**config.mk**
```make
export PLATFORM = sky130hd
export DESIGN_NAME = dps_sequencer
export DESIGN_NICKNAME = d
export VERILOG_FILES = /design/src/hdl/dps_pkg.sv /design/src/hdl/dps_pin_sync.sv /design/src/hdl/dps_sequencer.sv
export SDC_FILE = /design/constraint.sdc
export NUM_CORES = 1
export LEC_CHECK = 0
export ABC_AREA = 1
export BUFFER_PORTS_ARGS = -buffer_cell sky130_fd_sc_hd__buf_4
export CAP_MARGIN = 20
export CORE_ASPECT_RATIO = 0.75
export CORE_MARGIN = 1
export CORE_UTILIZATION = 50
export CTS_CLUSTER_SIZE = 20
export DETAILED_ROUTE_END_ITERATION = 10
export GPL_ROUTABILITY_DRIVEN = 0
export PLACE_DENSITY = 0.74
export SYNTH_ARGS = -nofsm -noshare
export SYNTH_HDL_FRONTEND = slang
export SYNTH_SLANG_ARGS = --single-unit
```
**constraint.sdc**
```tcl
create_clock -name MCLK_I -period 2.2 [get_ports MCLK_I]
set_input_delay 0.44 -clock MCLK_I [delete_from_list [all_inputs] [get_ports MCLK_I]]
set_output_delay 0.44 -clock MCLK_I [all_outputs]
set_load 0.02 [all_outputs]
```
**src/hdl/dps_pkg.sv**
```systemverilog
// constants and types shared by the display rail power sequencer
package dps_pkg;

  // clock
  localparam int unsigned CLK_PERIOD_NS = 10;
  localparam int unsigned NS_PER_MS     = 1_000_000;

  // times as specified
  localparam int unsigned T_STEP_MS     = 2;
  localparam int unsigned T_RAIL_MS     = 2;
  localparam int unsigned T_SOFT_MS     = 10;
  localparam int unsigned T_WIN_NS      = 62_500;

  // derived cycle counts (window is a longest time, rounded down)
  localparam int unsigned STEP_CYC      = T_STEP_MS * NS_PER_MS / CLK_PERIOD_NS;
  localparam int unsigned RAIL_CYC      = T_RAIL_MS * NS_PER_MS / CLK_PERIOD_NS;
  localparam int unsigned SOFT_CYC      = T_SOFT_MS * NS_PER_MS / CLK_PERIOD_NS;
  localparam int unsigned WIN_CYC       = T_WIN_NS / CLK_PERIOD_NS;

  localparam int unsigned CNT_W         = 20;
  localparam int unsigned NUM_RAILS     = 4;

  // rail index = enable pin index, also default power-up order
  localparam int unsigned RAIL_NSRC     = 0;
  localparam int unsigned RAIL_NGATE    = 1;
  localparam int unsigned RAIL_PSRC     = 2;
  localparam int unsigned RAIL_PGATE    = 3;

  // mode output encoding
  localparam logic [1:0]  MODE_SLEEP    = 2'h0;
  localparam logic [1:0]  MODE_STANDBY  = 2'h1;
  localparam logic [1:0]  MODE_ACTIVE   = 2'h2;

  typedef enum logic [2:0] {
    ST_SLEEP   = 3'h0,
    ST_PWRUP   = 3'h1,
    ST_ACTIVE  = 3'h3,
    ST_PWRDN   = 3'h2,
    ST_STANDBY = 3'h6
  } dps_state_t;

  localparam dps_state_t  RST_STATE     = ST_SLEEP;

endpackage

```
**src/hdl/dps_pin_sync.sv**
```systemverilog
// two-stage synchroniser with edge detection for host control pins
`timescale 1ns/1ps
module dps_pin_sync #(
  parameter int unsigned W = 5
) (
  input  wire logic         clk_i,   // system clock
  input  wire logic         rst_i,   // synchronous reset, active high
  input  wire logic [W-1:0] pin_i,   // raw pin levels
  output logic      [W-1:0] level_o, // synchronised level
  output logic      [W-1:0] rise_o,  // one-cycle rising edge
  output logic      [W-1:0] fall_o   // one-cycle falling edge
);

  logic [W-1:0] meta;
  logic [W-1:0] sync;
  logic [W-1:0] prev;

  always_ff @(posedge clk_i)
  begin
    if (rst_i)
    begin
      meta <= '0;
      sync <= '0;
      prev <= '0;
    end
    else
    begin
      meta <= pin_i;
      sync <= meta;
      prev <= sync;
    end
  end

  assign level_o = sync;
  assign rise_o  = sync & ~prev;
  assign fall_o  = ~sync & prev;

endmodule

```
**src/hdl/dps_sequencer.sv**
```systemverilog
// mode controller and rail sequencer for a display power chip
// Behaviour
// - wake low means sleep, everything off
// - base faults: fixed power-down, then standby; here all rails drop at once, one cycle after the boost enable falls
// - active: pin fall off, pin rise on
// - wake rise, pin high: default power-up
// - wake rise, pins low: standby, rails off
// - wake fall in active: power-down, sleep
// - rails off in host lowering order
// - from standby rails on in raise order
// - wake fall, no rail: standby to sleep
// - rail regulates 2 ms after enable
// - power-good released only all rails regulating
// - pin to rail assignment fixed
// - all pins low, rails off: standby
// - boost waits for inverting converter good
// - rails gated by boost power good
// - positive source waits negative source good
// - rises within window staggered by good
// - simultaneous falls switch rails off together
// - default sequences step every 2 ms
// - base converter not good in 10 ms: abort
// - rail undervoltage kills rail and dependents
`timescale 1ns/1ps
module dps_sequencer
  import dps_pkg::*;
#(
  parameter int unsigned STEP_CYCLES = dps_pkg::STEP_CYC,
  parameter int unsigned RAIL_CYCLES = dps_pkg::RAIL_CYC,
  parameter int unsigned SOFT_CYCLES = dps_pkg::SOFT_CYC,
  parameter int unsigned WIN_CYCLES  = dps_pkg::WIN_CYC
) (
  input  wire logic                           MCLK_I,             // 100 MHz clock
  input  wire logic                           RST_I,              // synchronous reset, active high
  input  wire logic                           WAKE_PIN_I,         // wake pin
  input  wire logic [dps_pkg::NUM_RAILS-1:0]  RAIL_ENABLE_PINS_I, // rail enable pins
  input  wire logic                           INPUT_INPUT_UNDERVOLTAGE_LOCKOUT_I,       // input undervoltage lockout
  input  wire logic                           POS_BOOST_UV_I,     // positive boost undervoltage
  input  wire logic                           INV_CONV_UV_I,      // inverting converter undervoltage
  input  wire logic                           THERMAL_SHUTDOWN_I, // thermal shutdown
  input  wire logic [dps_pkg::NUM_RAILS-1:0]  RAIL_UV_I,          // per-rail undervoltage
  input  wire logic                           INV_CONV_PG_I,      // inverting converter good
  input  wire logic                           POS_BOOST_PG_I,     // positive boost good
  output logic                                INV_CONV_EN_O,      // inverting converter enable
  output logic                                POS_BOOST_EN_O,     // positive boost enable
  output logic      [dps_pkg::NUM_RAILS-1:0]  RAIL_EN_O,          // rail enables
  output logic                                BIAS_EN_O,          // backplane bias driver enable
  output logic                                SUPPORT_ON_O,       // support circuitry powered
  output logic      [1:0]                     MODE_O,             // sleep, standby or active
  output logic                                RAILS_OK_O,         // open-drain data, always low
  output logic                                RAILS_OK_OE_N_O     // low while pulling pin low
);

  import dps_pkg::*;

  dps_state_t            state;
  logic [1:0]            seq_idx;
  logic [CNT_W-1:0]      step_cnt;
  logic                  down_to_sleep;
  logic [NUM_RAILS-1:0]  req;
  logic [NUM_RAILS-1:0]  grouped;
  logic [NUM_RAILS-1:0]  win_rails;
  logic [CNT_W-1:0]      win_cnt;
  logic [NUM_RAILS-1:0]  rail_en;
  logic [NUM_RAILS-1:0]  rail_reg;
  logic [NUM_RAILS-1:0]  next_rail_en;
  logic [NUM_RAILS-1:0]  uv_kill;
  logic [CNT_W-1:0]      rail_cnt [NUM_RAILS];
  logic [CNT_W-1:0]      soft_cnt;
  logic                  inv_en;
  logic                  pos_en;
  logic                  soft_abort;
  logic                  base_fault;
  logic                  step_first;
  logic                  step_done;
  logic                  host_ctl;
  logic [4:0]            pin_lvl;
  logic [4:0]            pin_rise;
  logic [4:0]            pin_fall;
  logic                  wake_lvl;
  logic                  wake_rise;
  logic [NUM_RAILS-1:0]  en_lvl;
  logic [NUM_RAILS-1:0]  en_rise;
  logic [NUM_RAILS-1:0]  en_fall;

  // rail i may start only once every grouped rail before it regulates
  function automatic logic stagger_ok(input int unsigned idx, input logic [NUM_RAILS-1:0] grp,
                                      input logic [NUM_RAILS-1:0] rq, input logic [NUM_RAILS-1:0] rg);
    logic ok;
    ok = 1'b1;
    for (int unsigned j = 0; j < NUM_RAILS; j++)
    begin
      if (j < idx && grp[j] && rq[j] && !rg[j])
        ok = 1'b0;
    end
    return ok;
  endfunction

  dps_pin_sync #(
    .W       (5)
  ) u_pin_sync (
    .clk_i   (MCLK_I),
    .rst_i   (RST_I),
    .pin_i   ({WAKE_PIN_I, RAIL_ENABLE_PINS_I}),
    .level_o (pin_lvl),
    .rise_o  (pin_rise),
    .fall_o  (pin_fall)
  );

  assign wake_lvl   = pin_lvl[4];
  assign wake_rise  = pin_rise[4];
  assign en_lvl     = pin_lvl[3:0];
  assign en_rise    = pin_rise[3:0];
  assign en_fall    = pin_fall[3:0];

  assign base_fault = INPUT_INPUT_UNDERVOLTAGE_LOCKOUT_I | POS_BOOST_UV_I | INV_CONV_UV_I | THERMAL_SHUTDOWN_I;
  assign step_first = (step_cnt == '0);
  assign step_done  = (step_cnt == CNT_W'(STEP_CYCLES - 1));
  assign host_ctl   = (state == ST_STANDBY) || (state == ST_ACTIVE);
  assign soft_abort = (soft_cnt == CNT_W'(SOFT_CYCLES - 1));

  // undervoltage on a rail drops it; positive source depends on negative source
  always_comb
  begin
    uv_kill            = RAIL_UV_I & rail_en;
    uv_kill[RAIL_PSRC] = uv_kill[RAIL_PSRC] | uv_kill[RAIL_NSRC];
  end

  // mode state machine
  always_ff @(posedge MCLK_I)
  begin
    if (RST_I)
    begin
      state         <= RST_STATE;
      seq_idx       <= 2'h0;
      step_cnt      <= '0;
      down_to_sleep <= 1'b0;
    end
    else
    begin
      case (state)
        ST_SLEEP:
        begin
          step_cnt <= '0;
          seq_idx  <= 2'h0;
          if (wake_rise && |en_lvl)
            state <= ST_PWRUP;
          else if (wake_rise)
            state <= ST_STANDBY;
        end
        ST_STANDBY:
        begin
          if (!wake_lvl)
            state <= ST_SLEEP;
          else if (|en_rise)
            state <= ST_ACTIVE;
        end
        ST_PWRUP, ST_ACTIVE:
        begin
          if (!wake_lvl || base_fault || soft_abort)
          begin
            state         <= ST_PWRDN;
            down_to_sleep <= !wake_lvl;
            seq_idx       <= 2'(RAIL_PGATE);
            step_cnt      <= '0;
          end
          else if (state == ST_PWRUP)
          begin
            step_cnt <= step_done ? '0 : step_cnt + 1'b1;
            if (step_done && seq_idx == 2'(RAIL_PGATE))
              state <= ST_ACTIVE;
            else if (step_done)
              seq_idx <= seq_idx + 2'h1;
          end
          else if (req == '0 && rail_en == '0)
            state <= ST_STANDBY;
        end
        ST_PWRDN:
        begin
          if (!wake_lvl)
            down_to_sleep <= 1'b1;
          step_cnt <= step_done ? '0 : step_cnt + 1'b1;
          if (step_done && seq_idx == 2'(RAIL_NSRC))
          begin
            state         <= (down_to_sleep || !wake_lvl) ? ST_SLEEP : ST_STANDBY;
            down_to_sleep <= 1'b0;
          end
          else if (step_done)
            seq_idx <= seq_idx - 2'h1;
        end
        default:
          state <= RST_STATE;
      endcase
    end
  end

  // requested rails: set and cleared by edges in standby and active, set by pin level at each power-up step
  always_ff @(posedge MCLK_I)
  begin
    if (RST_I)
      req <= '0;
    else
    begin
      case (state)
        ST_STANDBY, ST_ACTIVE:
          req <= (req & ~en_fall & ~uv_kill) | en_rise;
        ST_PWRUP:
        begin
          req <= req & ~uv_kill;
          if (step_first && en_lvl[seq_idx])
            req[seq_idx] <= 1'b1;
        end
        ST_PWRDN:
        begin
          req <= req & ~uv_kill;
          if (step_first)
            req[seq_idx] <= 1'b0;
        end
        default:
          req <= '0;
      endcase
    end
  end

  // simultaneity window after each rise of an enable pin
  always_ff @(posedge MCLK_I)
  begin
    if (RST_I)
    begin
      win_cnt   <= '0;
      win_rails <= '0;
      grouped   <= '0;
    end
    else if (!host_ctl)
    begin
      win_cnt   <= '0;
      win_rails <= '0;
      grouped   <= '0;
    end
    else
    begin
      if (|en_rise)
      begin
        win_cnt   <= CNT_W'(WIN_CYCLES);
        win_rails <= (win_cnt != '0) ? (win_rails | en_rise) : en_rise;
      end
      else if (win_cnt != '0)
        win_cnt <= win_cnt - 1'b1;
      else
        win_rails <= '0;
      if ((|en_rise && win_cnt != '0) || $countones(en_rise) > 1)
        grouped <= (grouped | en_rise | win_rails) & (req | en_rise);
      else
        grouped <= grouped & req;
    end
  end

  // rail enables with the internal power-good gating
  always_comb
  begin
    for (int unsigned i = 0; i < NUM_RAILS; i++)
    begin
      next_rail_en[i] = req[i] && pos_en && POS_BOOST_PG_I;
      if (i == RAIL_PSRC && !rail_reg[RAIL_NSRC])
        next_rail_en[i] = 1'b0;
      if (grouped[i] && !rail_en[i] && !stagger_ok(i, grouped, req, rail_reg))
        next_rail_en[i] = 1'b0;
    end
  end

  always_ff @(posedge MCLK_I)
  begin
    if (RST_I)
      rail_en <= '0;
    else
      rail_en <= next_rail_en;
  end

  // a rail regulates a fixed time after its enable
  always_ff @(posedge MCLK_I)
  begin
    if (RST_I)
    begin
      rail_reg <= '0;
      for (int unsigned i = 0; i < NUM_RAILS; i++)
        rail_cnt[i] <= '0;
    end
    else
    begin
      for (int unsigned i = 0; i < NUM_RAILS; i++)
      begin
        if (!rail_en[i])
        begin
          rail_cnt[i] <= '0;
          rail_reg[i] <= 1'b0;
        end
        else
        begin
          if (rail_cnt[i] != CNT_W'(RAIL_CYCLES - 1))
            rail_cnt[i] <= rail_cnt[i] + 1'b1;
          rail_reg[i] <= (rail_cnt[i] == CNT_W'(RAIL_CYCLES - 1)) && !RAIL_UV_I[i];
        end
      end
    end
  end

  // base converters start when any rail is wanted
  always_ff @(posedge MCLK_I)
  begin
    if (RST_I)
    begin
      inv_en <= 1'b0;
      pos_en <= 1'b0;
    end
    else
    begin
      inv_en <= (state == ST_ACTIVE || state == ST_PWRUP || state == ST_PWRDN) && |req && !base_fault;
      pos_en <= inv_en && INV_CONV_PG_I && !base_fault;
    end
  end

  // soft-start watchdog on both base converters
  always_ff @(posedge MCLK_I)
  begin
    if (RST_I)
      soft_cnt <= '0;
    else if (!inv_en || (INV_CONV_PG_I && POS_BOOST_PG_I))
      soft_cnt <= '0;
    else if (!soft_abort)
      soft_cnt <= soft_cnt + 1'b1;
  end

  // registered outputs
  always_ff @(posedge MCLK_I)
  begin
    if (RST_I)
    begin
      SUPPORT_ON_O    <= 1'b0;
      MODE_O          <= MODE_SLEEP;
      RAILS_OK_OE_N_O <= 1'b0;
    end
    else
    begin
      SUPPORT_ON_O    <= (state != ST_SLEEP);
      // next enables, so the pin drops in the same cycle as a rail
      RAILS_OK_OE_N_O <= (&rail_reg) && (&next_rail_en) && !base_fault;
      case (state)
        ST_SLEEP:   MODE_O <= MODE_SLEEP;
        ST_STANDBY: MODE_O <= MODE_STANDBY;
        default:    MODE_O <= MODE_ACTIVE;
      endcase
    end
  end

  assign INV_CONV_EN_O  = inv_en;
  assign POS_BOOST_EN_O = pos_en;
  assign RAIL_EN_O      = rail_en;
  assign BIAS_EN_O      = rail_en[RAIL_NSRC];
  assign RAILS_OK_O     = 1'b0;

endmodule

```
======== Word-level counts from Yosys, hierarchy flattened ========
Memory sizes are Yosys's and may differ from the RTL's.
Cells that the tools add are included.
storage, ports and cells
  logic and storage cells ................. 278
  output and inout port bits .............. 12
  bits in writable memories ............... 80
  ROM bits ................................ 0
  memories kept ........................... 1
  input port bits ......................... 17
  flip-flop bits (word level) ............. 107
  bits in latches ......................... 0
memories
  memory    depth  width  rd ports  clocked after memory_dff  write ports  RTL line             source
  rail_cnt  4      20     4         0                         4            dps_sequencer.sv:68  logic [CNT_W-1:0] rail_cnt [NUM_RAILS];
cells by class
  $add $sub $neg .......................... 12
  magnitude comparators ................... 3
  multipliers ............................. 0
  muxes and demuxes ....................... 85
  div/mod/pow operators ................... 0
  shift-type cells ........................ 0
  equal/unequal tests ..................... 28
  bitwise gates (word level) .............. 37
  reductions and logical operators ........ 89
operator list
  cell                                                                      number
  20-bit 2-to-1 mux                                                         11
  20-bit by 1-bit adder with 20-bit output (second input constant)          6
  20-bit by 18-bit equality test with 1-bit output (second input constant)  5
  20-bit by 18-bit != test with 1-bit output (second input constant)        4
  20-bit case mux with 3 select lines                                       1
  1-bit 2-to-1 mux                                                          42
  1-bit logical AND                                                         38
  4-bit bitwise AND                                                         8
  3-bit 2-to-1 mux                                                          10
  13-bit 2-to-1 mux                                                         2
  4-bit 2-to-1 mux                                                          6
  4-bit OR                                                                  6
  20-bit equality test (second input constant)                              1
  20-bit logical NOT                                                        1
  20-bit nonzero test                                                       1
  20-bit by 1-bit subtractor with 20-bit output (second input constant)     1
  3-bit != test (second input constant)                                     6
  4-bit inverter                                                            4
  2-bit OR reduction                                                        8
  1-bit logical NOT                                                         15
  2-bit 2-to-1 mux                                                          6
  1-bit OR                                                                  12
  3-bit case mux with 4 select lines                                        1
  4-bit case mux with 3 select lines                                        1
  34 further kinds                                                          58

======== Depth between registers and ports, before layout ========
  depth after elaboration ................. 11
  depth in mapped cells ................... 13
  mapped depth without buffers ............ 13

======== Cells and area by module ========
From an unflattened synthesis, not the netlist that was laid out.
second synthesis, totals
  cell total of the unflattened synthesis .. 1399
  area, all modules ....................... 10301.1 um2
by module, submodules not included
  module         instances  cells each  area each (um2)  sequential area each (um2)
  dps_sequencer  1          1338        9820.7           4244.1
  dps_pin_sync   1          61          480.5            300.3

======== Worst setup path before layout ========
OpenSTA, ideal clock, no wires.
  kind .................................... register -> register
  start point ............................. memory rail_cnt[2][0]
  end point ............................... memory rail_cnt[2][0], enable pin
  path slack .............................. 0.013 ns
  arrival time ............................ 1.683 ns
  cell stages (with the launch flop) ...... 9
  library setup time ...................... 0.504 ns
  data required time ...................... 1.696 ns
  period minus slack after synthesis ...... 2.187 ns
  path buffers ............................ 0
  cells stage by stage .................... edfxtp_1 ha_1 nand2_1 nor2_1 nand2_1 inv_2 nand2_1 nor2_1 nand4_1
RTL lines
  item         RTL line
  from (decl)  dps_sequencer.sv:68

======== Worst setup path in the final report ========
  start point ............................. register soft_cnt[0]
  end point ............................... register step_cnt[3]
between the ends
  word-level cells in the longest chain between the ends .. 4
  elaborated cells on any way between the ends .. 6
  those cells by class .................... eq/ne: 2; mux: 2; reduce/logical: 2
RTL lines
  item                                                                        RTL line              source
  from (decl)                                                                 dps_sequencer.sv:69   logic [CNT_W-1:0] soft_cnt;
  from (signal assigned)                                                      dps_sequencer.sv:330  soft_cnt <= soft_cnt + 1'b1;
  20-bit equality test *                                                      dps_sequencer.sv:120  assign soft_abort = (soft_cnt == CNT_W'(SOFT_CYCLES - 1));
  1-bit logical OR *                                                          dps_sequencer.sv:160  if (!wake_lvl || base_fault || soft_abort)
  20-bit 2-to-1 mux or 3-bit != test (tied branches)                          -
  20-bit case mux with 3 select lines or 2-bit AND reduction (tied branches)  -
  to (signal assigned)                                                        dps_sequencer.sv:169  step_cnt <= step_done ? '0 : step_cnt + 1'b1;
  to (signal assigned)                                                        dps_sequencer.sv:182  step_cnt <= step_done ? '0 : step_cnt + 1'b1;
  to (decl)                                                                   dps_sequencer.sv:58   logic [CNT_W-1:0] step_cnt;
Every way passes the cells marked *; elsewhere a longest branch is shown, timed or not.
A chain may end at the register's enable or synchronous reset.

==> impl_results.md <==
* Final ANT Viol Nets at 0
* Final HPWL DP at 16400 um
* GRT overflow at 0
* Async set-reset flop share out of synthesis at 0
* Die Ht at 126 um
* Wirelength per Cell at about 14 um
* YS warnings at 0
* DRC errors left at 0
* Commonest non-fill, non-tap cell in the layout: nand2_1
* Core Footprint at 19700 um2
* Ratio of cells with drive above 1 in the final layout at 0.113
* Peak VDD IR at between 0.5 and 0.6 mV
* Syn Nets at 1383
* Die Wd at 167 um
* Buffers on Ports at 27
* Pins Over Slew Limit at 0
* Tot Pwr at 9.01 mW
* Syn avg cell area at 7.59 um2
* Overall Global Routing Usage at 0.225
* Final Non-Filler Cells at around 1700
* Util after Layout at 0.584
* Max Cap Viol at 0
* Synth unique cells at 53
* Max Clock Freq at between 400 and 500 MHz
* Setup TNS at 0 ns
* Setup repair bufs after CTS at 0
* RSZ-0062 raised after global routing: false
* First-pass GRT wire length at 38600 um
* Mapped cell area at ~10000 um2
* CTS max path bufs at 2
* Clock power share at 0.377
* Yosys reg bits at ~190
* CTS tree: built
* Clock sinks at around 190
* Vias per cell at roughly 5.4
* Area delta synth->final at 12.2%
* Mapped Cells at between 1000 and 1500
* DR vias at 8921
* Hold Violations, Final at 0
* TritonRoute pass-1 iters at 5
* Post-route clock period utilization at 0.918
* Sw Pwr at 2.64 mW
* Final wirelength at 22700 um
* Critical Path Fanout Max at 18
* EDFF count, synth at 80
* Std-Cell Rows at 44
* Leak at between 4 and 5 nW
* Initial antenna violation count at 0
* Cell-internal power at around 6.4 mW
* Setup CP Type: reg -> reg
* Startpoint Class: flip-flop
* Tightest Hold Check Type: in -> reg
* Comb pwr share at 0.202
* Iteration-0 DRC count of the detailed router at 852
* Most used DFF post-synth: dfxtp_1
* Clock buffer count from CTS at 17
* Placed cell count at 1631
* Clock root cell: clkbuf_16
* # nets final at between 1000 and 1500
* # fillers at 1745
* Initial Util at 0.520
* Crit path capture type: flip-flop
* H-Tree Level Count at 4
* Largest net degree at the start of global routing at 25
* Worst skew pair latency at around 0.44 ns
* Top reg by flops: rail_cnt
* Reg clk slew, reported paths at 0.07 ns
* Net Sw Frac at 0.294
* Max FFs per register at 80
* # IOs at 29
* Clk_skew at roughly 0.0088 ns
* Number of global-route vias before repair at ~8200
* Final setup violation count at 0
* Critical Path RT at about 2.5 ns
* N_diodes at 0
* Pwr dens at 782 nW/um2
* Status: complete, no violations
* Normalized max-slew margin at 0.667
* CP Data Arrival Time at 2.34 ns
* Die area at about 21000 um2
* Most frequent cells in the layout: 273 x nand2_1, 224 x nor2_1, 163 x inv_1
* Post-synthesis sequential area ratio at 0.443
* Worst Max-Slew Pin Slew at approximately 0.50 ns
* Post-layout min period at 2.02 ns
* Seq pwr share at 0.421
[metrics by stage]
| step | setup WS [ns] | instance area, um2 | hold slack [ns] |
|---|---|---|---|
| global route | 0.00777 | 11500 | 0.142 |
| finish | 0.180 | 11500 | 0.160 |
| floorplan | 0.0128 | 10300 | 0.388 |
| CTS | 0.145 | 11500 | 0.146 |
| detailed placement | 0.0658 | 10800 | 0.396 |
| global placement | 0.135 | 10800 | 0.393 |
[worst paths after layout]
kind	from	end	slack, ns	cells after the start
hold reg to reg	u_pin_sync.meta[4]	u_pin_sync.level_o[4]	0.40	2
setup / recovery	soft_cnt[0]	step_cnt[3]	0.18	10
hold / removal	RAIL_UV_I[1]	rail_reg[1]	0.16	2
setup reg to reg	soft_cnt[0]	step_cnt[3]	0.18	10
[cell usage after synthesis (5+ instances only)]
cell,n,area share
or2_2,15,0.0091
nand3_2,8,0.0078
nand4_1,35,0.021
inv_1,163,0.060
o211ai_1,6,0.0044
nor3_2,8,0.0078
clkbuf_1,10,0.0037
nor3_1,55,0.027
a21oi_1,69,0.034
xor2_1,21,0.018
ha_1,14,0.017
nor3b_1,20,0.015
dfxtp_1,107,0.21
nand3b_1,7,0.0051
nand2_1,273,0.10
nor2_2,11,0.0067
edfxtp_1,80,0.23
inv_2,10,0.0037
a31oi_1,6,0.0037
o21ai_0,37,0.018
o21bai_1,8,0.0059
nor2_1,224,0.082
nand3_1,76,0.037
o21ai_1,5,0.0024
xnor2_1,14,0.012
nor4_1,13,0.0079
nand2_2,9,0.0055
[power groups by stage]
stage                     Clock, mW  Sequential (mW)  Combinational (mW)
after global routing           3.60             3.81                2.05
after CTS                      3.46             3.79                1.79
after detailed placement          0             3.87                1.77
after floorplan                   0             3.87                1.31
after global placement            0             3.87                1.74
final                          3.39             3.80                1.82
[critical path, cell delays in order (launching register included)]
cell	delay, ns
dfxtp_1	0.38
ha_1	0.21
nand3_2	0.17
nor2_4	0.16
nand3_4	0.15
nand3_4	0.15
nand2_4	0.07
inv_4	0.17
nand2_2	0.21
nand2_4	0.16
a21oi_1	0.05
[repair_timing]
action / CTS / global route
hold buffers: 0 / 0
resized for setup: 0 / 1
setup endpoints to repair: 0 / 8
[cells by family after synthesis]
logic type,count (synthesis),synth area share
xor gates and xnor gates,35,0.0299
DFF,187,0.443
adders and majority gates,15,0.0190
other,1,0.000366
and+or+nand+nor,771,0.352
buffers and inverters,195,0.0754
AOI/OAI and AO/OA,147,0.0803
[layout make-up]
class                           count  area, um2  share of cell area
Multi-Input combinational cell    969       4940               0.430
Sequential cell                   187       4540               0.395
Inverter                          174        656              0.0570
Clock buffer                       23        576              0.0500
Timing Repair Buffer               48        373              0.0324
Tap cell                          253        317              0.0275
Clock inverter                      9        100             0.00870
[metal layers]
metal	up-vias	global-route usage	share of wire
met3	36	0.0456	0.059
met5	-	0	0
met1	4078	0.330	0.51
met2	251	0.329	0.42
met4	0	0.0739	0.015
li1	4556	-	-
Power figures use the tool's default switching activity.
